==> config.mk <==
export PLATFORM = sky130hd
export DESIGN_NAME = fmac_top
export DESIGN_NICKNAME = d
export VERILOG_FILES = /design/src/rtl/fmac_pkg.sv /design/src/rtl/fmac_mult.sv /design/src/rtl/fmac_top.sv
export VERILOG_INCLUDE_DIRS = /design/src /design/src/rtl
export SDC_FILE = /design/constraint.sdc
export NUM_CORES = 2
export LEC_CHECK = 0
export BUFFER_PORTS_ARGS = -buffer_cell sky130_fd_sc_hd__buf_2
export CORE_ASPECT_RATIO = 2
export CORE_UTILIZATION = 55
export CTS_BUF_LIST = sky130_fd_sc_hd__clkbuf_4
export CTS_CLUSTER_DIAMETER = 30
export DETAILED_ROUTE_END_ITERATION = 7
export HOLD_SLACK_MARGIN = 0.06
export PLACE_DENSITY = 0.83
export REMOVE_ABC_BUFFERS = 1
export SYNTH_ARGS = -nofsm -noshare
export SYNTH_HDL_FRONTEND = slang
export SYNTH_SLANG_ARGS = --single-unit
==> constraint.sdc <==
create_clock -name CLK -period 12.95 [get_ports CLK]
set_input_delay 2.59 -clock CLK [delete_from_list [all_inputs] [get_ports CLK]]
set_output_delay 2.59 -clock CLK [all_outputs]
set_load 0.005 [all_outputs]
==> src/rtl/fmac_defines.svh <==
// Purpose: Constants for the fractional multiply-accumulate datapath
// Assumes: Included by bare name from rtl/
// Notes:   Widths, field positions, rounding constants, masks, limits and reset values only
`ifndef FMAC_DEFINES_SVH
`define FMAC_DEFINES_SVH

// ----------------------------------------------------------------------
// Widths
// ----------------------------------------------------------------------
`define FMAC_OPND_W       24
`define FMAC_ACC_W        56
`define FMAC_PROD_W       48

// ----------------------------------------------------------------------
// Field positions inside an accumulator
// ----------------------------------------------------------------------
`define FMAC_EXT_MSB      55
`define FMAC_EXT_LSB      48
`define FMAC_UPPER_MSB    47
`define FMAC_UPPER_LSB    24
`define FMAC_LOWER_MSB    23
`define FMAC_LOWER_LSB    0

// ----------------------------------------------------------------------
// Rounding, masks and limits
// ----------------------------------------------------------------------
`define FMAC_RND_NORM     56'h00_000000_800000
`define FMAC_RND_HALF     56'h00_000080_000000
`define FMAC_KEEP_NORM    56'hFF_FFFFFF_000000
`define FMAC_KEEP_HALF    56'hFF_FFFF00_000000
`define FMAC_SRC_HALF     56'hFF_FFFF00_FFFF00
`define FMAC_OPND_HALF    24'hFFFF00
`define FMAC_POS_NORM     24'h7FFFFF
`define FMAC_NEG_NORM     24'h800000
`define FMAC_POS_HALF     24'h7FFF00
`define FMAC_NEG_HALF     24'h800000

// ----------------------------------------------------------------------
// Reset values
// ----------------------------------------------------------------------
`define FMAC_ACC_RST      56'h00_000000_000000
`define FMAC_OPND_RST     24'h000000

`endif

==> src/rtl/fmac_pkg.sv <==
// Purpose: Types for the fractional multiply-accumulate datapath
// Assumes: Compiled before every fmac module
// Notes:   Constants live in fmac_defines.svh
package fmac_pkg;

  // ----------------------------------------------------------------------
  // Operation and operand types
  // ----------------------------------------------------------------------
  typedef enum logic {
    FMAC_MPY,
    FMAC_MAC
  } fmac_kind_t;

  typedef enum logic {
    FMAC_ACC_FIRST,
    FMAC_ACC_SECOND
  } fmac_acc_sel_t;

  typedef logic [55:0] fmac_acc_t;
  typedef logic [23:0] fmac_opnd_t;

endpackage

==> src/rtl/fmac_mult.sv <==
// Purpose: 24x24 fractional multiplier, signed/unsigned/mixed operands
// Assumes: Purely combinational; caller registers the result
// Notes:   Product is doubled (fractional) and sign-extended to 56 bits
`timescale 1ns/1ns
`include "fmac_defines.svh"

module fmac_mult
  import fmac_pkg::*;
(
  // Operands
  input  wire fmac_opnd_t a,
  input  wire fmac_opnd_t b,
  input  wire logic       a_signed,
  input  wire logic       b_signed,
  // Product
  output fmac_acc_t       prod
);

  // ----------------------------------------------------------------------
  // Multiply
  // ----------------------------------------------------------------------
  // One extra bit per operand lets a single signed multiplier cover
  // signed, unsigned and mixed cases
  logic signed [24:0] a_ext;
  logic signed [24:0] b_ext;
  logic signed [49:0] raw;

  assign a_ext = {a_signed & a[23], a};
  assign b_ext = {b_signed & b[23], b};
  assign raw   = a_ext * b_ext;
  // Fractional alignment: one left shift, right-justified in 56 bits
  assign prod  = {{5{raw[49]}}, raw, 1'b0};

endmodule

==> src/rtl/fmac_top.sv <==
// Purpose: Two-stage fractional multiply-accumulate datapath, 24x24 -> 56
// Assumes: One core clock; operands come from registers on the same clock
// Notes:   Accumulators are internal and shown on read-only ports
//
// What this block does
// - Takes up to three operands, gives a 56-bit extension:upper:lower result.
// - Multiplies 24x24 fractionally with signed, unsigned or mixed operands.
// - Adds right-justified product to the selected first or second accumulator.
// - Delivers a 56-bit accumulator result as a 24-bit operand.
// - Truncates lower product by default, rounds only when the operation asks.
// - Two-cycle pipeline, one op per clock, back-to-back accumulator reuse.
// - In 16-bit mode the two sources are 16 bits wide and the accumulator 40.
`timescale 1ns/1ns
`include "fmac_defines.svh"

module fmac_top
  import fmac_pkg::*;
(
  // Clock and reset
  input  wire logic          CLK,
  input  wire logic          RSTN,
  // Operation request
  input  wire logic          OP_VALID,
  input  wire fmac_kind_t    OP_KIND,
  input  wire fmac_acc_sel_t OP_ACC_SEL,
  input  wire logic          OP_NEGATE,
  input  wire logic          OP_ROUND,
  input  wire logic          OP_SRC1_SIGNED,
  input  wire logic          OP_SRC2_SIGNED,
  input  wire fmac_opnd_t    OP_SRC1,
  input  wire fmac_opnd_t    OP_SRC2,
  // Arithmetic mode
  input  wire logic          MODE_16BIT,
  // Result
  output logic               RES_VALID,
  output fmac_acc_sel_t      RES_ACC_SEL,
  output fmac_acc_t          RES_ACC,
  output fmac_opnd_t         RES_OPERAND,
  output logic               RES_LIMITED,
  // Accumulator contents
  output fmac_acc_t          ACC_FIRST,
  output fmac_acc_t          ACC_SECOND
);

  // ----------------------------------------------------------------------
  // Helper functions
  // ----------------------------------------------------------------------
  // Source accumulator view: in 16-bit mode only 40 bits take part
  function automatic fmac_acc_t src_view(input fmac_acc_t acc,
                                         input logic      half);
    src_view = half ? (acc & `FMAC_SRC_HALF) : acc;
  endfunction

  // Operand view: in 16-bit mode only the upper 16 bits take part
  function automatic fmac_opnd_t opnd_view(input fmac_opnd_t op,
                                           input logic       half);
    opnd_view = half ? (op & `FMAC_OPND_HALF) : op;
  endfunction

  // Reduce an accumulator to a stored operand, saturating on overflow
  // so a value that spilled into the extension does not wrap
  function automatic fmac_opnd_t to_operand(input fmac_acc_t acc,
                                            input logic      half);
    logic over;
    over = ~((&acc[`FMAC_EXT_MSB:`FMAC_UPPER_MSB]) |
             ~(|acc[`FMAC_EXT_MSB:`FMAC_UPPER_MSB]));
    if (!over) begin
      to_operand = half ?
        (acc[`FMAC_UPPER_MSB:`FMAC_UPPER_LSB] & `FMAC_OPND_HALF) :
        acc[`FMAC_UPPER_MSB:`FMAC_UPPER_LSB];
    end else if (acc[`FMAC_EXT_MSB]) begin
      to_operand = half ? `FMAC_NEG_HALF : `FMAC_NEG_NORM;
    end else begin
      to_operand = half ? `FMAC_POS_HALF : `FMAC_POS_NORM;
    end
  endfunction

  function automatic logic is_over(input fmac_acc_t acc);
    is_over = ~((&acc[`FMAC_EXT_MSB:`FMAC_UPPER_MSB]) |
                ~(|acc[`FMAC_EXT_MSB:`FMAC_UPPER_MSB]));
  endfunction

  // ----------------------------------------------------------------------
  // Stage 1: multiply
  // ----------------------------------------------------------------------
  fmac_acc_t     prod_c;
  fmac_acc_t     prod_reg;
  logic          s1_valid_reg;
  fmac_kind_t    s1_kind_reg;
  fmac_acc_sel_t s1_sel_reg;
  logic          s1_neg_reg;
  logic          s1_round_reg;
  logic          s1_half_reg;

  fmac_mult u_mult (
    .a        (opnd_view(OP_SRC1, MODE_16BIT)),
    .b        (opnd_view(OP_SRC2, MODE_16BIT)),
    .a_signed (OP_SRC1_SIGNED),
    .b_signed (OP_SRC2_SIGNED),
    .prod     (prod_c)
  );

  // A new operation is taken on every clock with OP_VALID high
  always_ff @(posedge CLK or negedge RSTN) begin
    if (!RSTN) begin
      s1_valid_reg <= 1'b0;
    end else begin
      s1_valid_reg <= OP_VALID;
    end
  end

  always_ff @(posedge CLK or negedge RSTN) begin
    if (!RSTN) begin
      prod_reg     <= `FMAC_ACC_RST;
      s1_kind_reg  <= FMAC_MPY;
      s1_sel_reg   <= FMAC_ACC_FIRST;
      s1_neg_reg   <= 1'b0;
      s1_round_reg <= 1'b0;
      s1_half_reg  <= 1'b0;
    end else if (OP_VALID) begin
      prod_reg     <= prod_c;
      s1_kind_reg  <= OP_KIND;
      s1_sel_reg   <= OP_ACC_SEL;
      s1_neg_reg   <= OP_NEGATE;
      s1_round_reg <= OP_ROUND;
      s1_half_reg  <= MODE_16BIT;
    end
  end

  // ----------------------------------------------------------------------
  // Stage 2: accumulate, round
  // ----------------------------------------------------------------------
  // The accumulator is read here, in the second stage, so a result
  // written one edge earlier is already visible: no stall is needed
  fmac_acc_t acc_first_reg;
  fmac_acc_t acc_second_reg;
  fmac_acc_t acc_src;
  fmac_acc_t addend;
  fmac_acc_t rnd_const;
  fmac_acc_t keep_mask;
  fmac_acc_t sum;
  fmac_acc_t acc_next;

  always_comb begin
    // Third operand: the selected accumulator, or zero for a multiply
    if (s1_kind_reg == FMAC_MAC) begin
      acc_src = src_view((s1_sel_reg == FMAC_ACC_SECOND) ?
                         acc_second_reg : acc_first_reg,
                         s1_half_reg);
    end else begin
      acc_src = `FMAC_ACC_RST;
    end
    addend = s1_neg_reg ? (~prod_reg + 56'h00_000000_000001) : prod_reg;
  end

  always_comb begin
    rnd_const = s1_half_reg ? `FMAC_RND_HALF : `FMAC_RND_NORM;
    keep_mask = s1_half_reg ? `FMAC_KEEP_HALF : `FMAC_KEEP_NORM;
    sum       = acc_src + addend;
    if (s1_round_reg) begin
      // Carry out of the half-LSB add ripples into upper and extension
      acc_next = (sum + rnd_const) & keep_mask;
    end else begin
      // Default keeps the full lower product; reduction truncates it
      acc_next = sum;
    end
  end

  always_ff @(posedge CLK or negedge RSTN) begin
    if (!RSTN) begin
      acc_first_reg <= `FMAC_ACC_RST;
    end else if (s1_valid_reg && s1_sel_reg == FMAC_ACC_FIRST) begin
      acc_first_reg <= acc_next;
    end
  end

  always_ff @(posedge CLK or negedge RSTN) begin
    if (!RSTN) begin
      acc_second_reg <= `FMAC_ACC_RST;
    end else if (s1_valid_reg && s1_sel_reg == FMAC_ACC_SECOND) begin
      acc_second_reg <= acc_next;
    end
  end

  // ----------------------------------------------------------------------
  // Result registers
  // ----------------------------------------------------------------------
  fmac_acc_t     res_acc_reg;
  fmac_opnd_t    res_opnd_reg;
  fmac_acc_sel_t res_sel_reg;
  logic          res_valid_reg;
  logic          res_lim_reg;

  always_ff @(posedge CLK or negedge RSTN) begin
    if (!RSTN) begin
      res_valid_reg <= 1'b0;
    end else begin
      res_valid_reg <= s1_valid_reg;
    end
  end

  always_ff @(posedge CLK or negedge RSTN) begin
    if (!RSTN) begin
      res_acc_reg  <= `FMAC_ACC_RST;
      res_opnd_reg <= `FMAC_OPND_RST;
      res_sel_reg  <= FMAC_ACC_FIRST;
      res_lim_reg  <= 1'b0;
    end else if (s1_valid_reg) begin
      res_acc_reg  <= acc_next;
      res_opnd_reg <= to_operand(acc_next, s1_half_reg);
      res_sel_reg  <= s1_sel_reg;
      res_lim_reg  <= is_over(acc_next);
    end
  end

  // ----------------------------------------------------------------------
  // Outputs
  // ----------------------------------------------------------------------
  assign RES_VALID   = res_valid_reg;
  assign RES_ACC_SEL = res_sel_reg;
  assign RES_ACC     = res_acc_reg;
  assign RES_OPERAND = res_opnd_reg;
  assign RES_LIMITED = res_lim_reg;
  assign ACC_FIRST   = acc_first_reg;
  assign ACC_SECOND  = acc_second_reg;

endmodule

==> flow_metrics.env <==
export IMPL_outcome="finished, final reports clean"
export IMPL_wirelength_um=105100
export IMPL_startpoint_type="input pin"
export IMPL_synth_flop_cell="dfrtp_1"
export IMPL_dpl_worst_slack_ns=1.888
export IMPL_dieArea_um2=70290
export IMPL_yosysWarnings=0
export IMPL_setup_viol=0
export IMPL_die_x_um=188.0
export IMPL_ys_ff_latch=251
export IMPL_grt_first_pass_wirelength_um=169100
export IMPL_fillers=5877
export IMPL_start_util=0.5548
export IMPL_maxCapViolCount=0
export IMPL_vias_per_cell=5.742
export IMPL_final_util=0.5929
export IMPL_clock_sinks=251
export IMPL_grt_max_degree=160
export IMPL_die_h_um=374.0
export IMPL_synth_yosys_seq_area_share=0.1651
export IMPL_ys_top_cells_by_count="inv_1 (703), fa_1 (659), nand2_1 (621)"
export IMPL_fin_skew_ns=0.05056
export IMPL_synth_area_leader_cell="fa_1"
export IMPL_grt_util_all_layers=0.3081
export IMPL_dr_total_vias=30180
export IMPL_rsz0062_at_grt="false"
export IMPL_critPathKind="in2reg"
export IMPL_slowest_delay_ns=1.12
export IMPL_cp_data_arrival_time_ns=11.02
export IMPL_drv_slew=0
export IMPL_hold_viol=0
export IMPL_dr_pass1_iters=6
export IMPL_ctsHoldBuffers=0
export IMPL_crit_buf_inv=6
export IMPL_worstReg2RegEnd="RES_LIMITED"
export IMPL_ctsResizeCount=0
export IMPL_num_rows=136
export IMPL_grt_pass1_vias=33160
export IMPL_clkTransAtPathRegs_ns=0.08
export IMPL_fin_nets=5234
export IMPL_setup_slack_ns=2.544
export IMPL_synth_cells=4188
export IMPL_r2r_slack_ns=4.30
export IMPL_crit_slowest_cell="fa_1"
export IMPL_worstSkewPairLatency_ns=0.74
export IMPL_detailed_place_area_um2=39910
export IMPL_hpwl_um=83470
export IMPL_r2r_start="prod_reg[3]"
export IMPL_h_tree_depth=2
export IMPL_cts_buffer_depth=3
export IMPL_crit_family="adder cells"
export IMPL_synth_cell_area_um2=38050
export IMPL_reg2reg_depth=28
export IMPL_cpMostUsedCell="fa_1"
export IMPL_path_max_fanout=32
export IMPL_worst_pin_slew_ns=1.182
export IMPL_drive_gt1_frac=0.1104
export IMPL_fin_crit_ns=10.41
export IMPL_max_slew_margin=0.2087
export IMPL_cp_end_kind="flop"
export IMPL_crit_required_ns=13.56
export IMPL_timing_final_crit_share=0.8036
export IMPL_drc_errors=0
export IMPL_numCtsBuffers=49
export IMPL_whs_path_depth=1
export IMPL_max_freq_mhz=96.10
export IMPL_grt_overflow=0
export IMPL_synth_top_area_share=0.3468
export IMPL_antenna_found_initial=2
export IMPL_antenna_left=0
export IMPL_synthTopCellsByArea="fa_1 (35%), dfrtp_1 (17%), inv_1 (6.9%), ha_1 (6.5%), nand2_1 (6.1%)"
export IMPL_tns_ns=0
export IMPL_design_core_area_um2=68580
export IMPL_cts_setup_buffers=0
export IMPL_synthArstFlopShare=1.000
export IMPL_design_area_um2=40660
export IMPL_yosysUniqueCellTypes=82
export IMPL_gp_congestion=0.9668
export IMPL_syn_area_per_cell_um2=9.084
export IMPL_cts_root_buf="clkbuf_4"
export IMPL_ios=253
export IMPL_post_drt_wl_per_cell_um=20.00
export IMPL_area_growth_pct=6.867
export IMPL_yosysMostFrequentCell="inv_1"
export IMPL_hold_end="RES_ACC[0]"
export IMPL_cts_tree="yes"
export IMPL_hold_path_startpoint="RES_ACC[0]"
export IMPL_drt_iter0_markers=1850
export IMPL_synth_edf_count=0
export IMPL_io_buffers=252
export IMPL_min_path_type="reg2reg"
[cell type report]
type | count | area, um^2 | share of cell area
inverter | 703 | 2639 | 0.06490
multi-input combinational | 3037 | 28400 | 0.6985
tap | 897 | 1122 | 0.02760
clock inverter | 24 | 240.2 | 0.005909
antenna | 1 | 2.502 | 0.00006155
timing repair buffer | 277 | 1471 | 0.03619
clock buffer | 66 | 495.5 | 0.01219
sequential | 251 | 6286 | 0.1546
[cell usage in the layout, fill, tap and decap left out, types with 25 or more instances in the layout]
cell and instances:
ha_1 198, nor2b_1 64, xor2_1 43, a21oi_1 148
a21o_1 36, clkbuf_4 66, o31ai_1 25, nand2_1 620
nor2_1 161, dfrtp_1 249, buf_2 251, inv_1 702
mux2i_1 62, and2_1 249, nor3_1 41, mux2_2 71
xnor2_1 141, fa_1 659, nand4_1 29, o21ai_0 196
nand3_1 25
[cell families after synthesis]
logic type / share of synthesized area
simple gates: 0.1657
buf+inv: 0.08945
fa+ha+maj: 0.4119
compound gates: 0.08784
flops: 0.1651
xor+xnor: 0.04236
mux: 0.03772
[worst max path at each step]
stage / slack [ns] / start / to / cells past startpoint
global route: 2.19 / OP_SRC1[23] / prod_reg[48] / 27
floorplan: 2.97 / OP_SRC2[5] / prod_reg[50] / 29
detailed placement: 1.89 / OP_SRC1[23] / prod_reg[48] / 27
finish: 2.54 / OP_SRC1[23] / prod_reg[48] / 27
CTS: 2.68 / OP_SRC1[23] / prod_reg[48] / 27
global placement: 2.04 / OP_SRC1[23] / prod_reg[48] / 27
[worst register-to-register path, delay by kind of cell, from the launching register on]
family / cells / cell delay [ns]
adder cells (fa/ha/maj): 2 / 0.80
buffers and inverters: 1 / 0.13
AND/OR/NAND/NOR: 18 / 5.04
XOR/XNOR: 3 / 0.73
AO/OA/AOI/OAI: 4 / 1.46
flip-flops: 1 / 0.43
[per-layer routing]
layer	GRT usage	share of wire	vias to the layer above
met1	0.3095	0.33	15020
met3	0.03302	0.054	491
met2	0.5809	0.53	1324
met4	0.2233	0.083	0
li1	-	-	13340
met5	0	0	-
[metrics by stage]
step,instances,hold WS [ns]
final,5256,0.4818
after global routing,5256,0.4940
after CTS,5255,0.4866
after detailed placement,5165,0.4631
after global placement,5165,0.4591
after floorplan,3991,0.4742
Power is not shown: default switching activity piles up to over one toggle a cycle in this logic, so the estimate is an artifact.
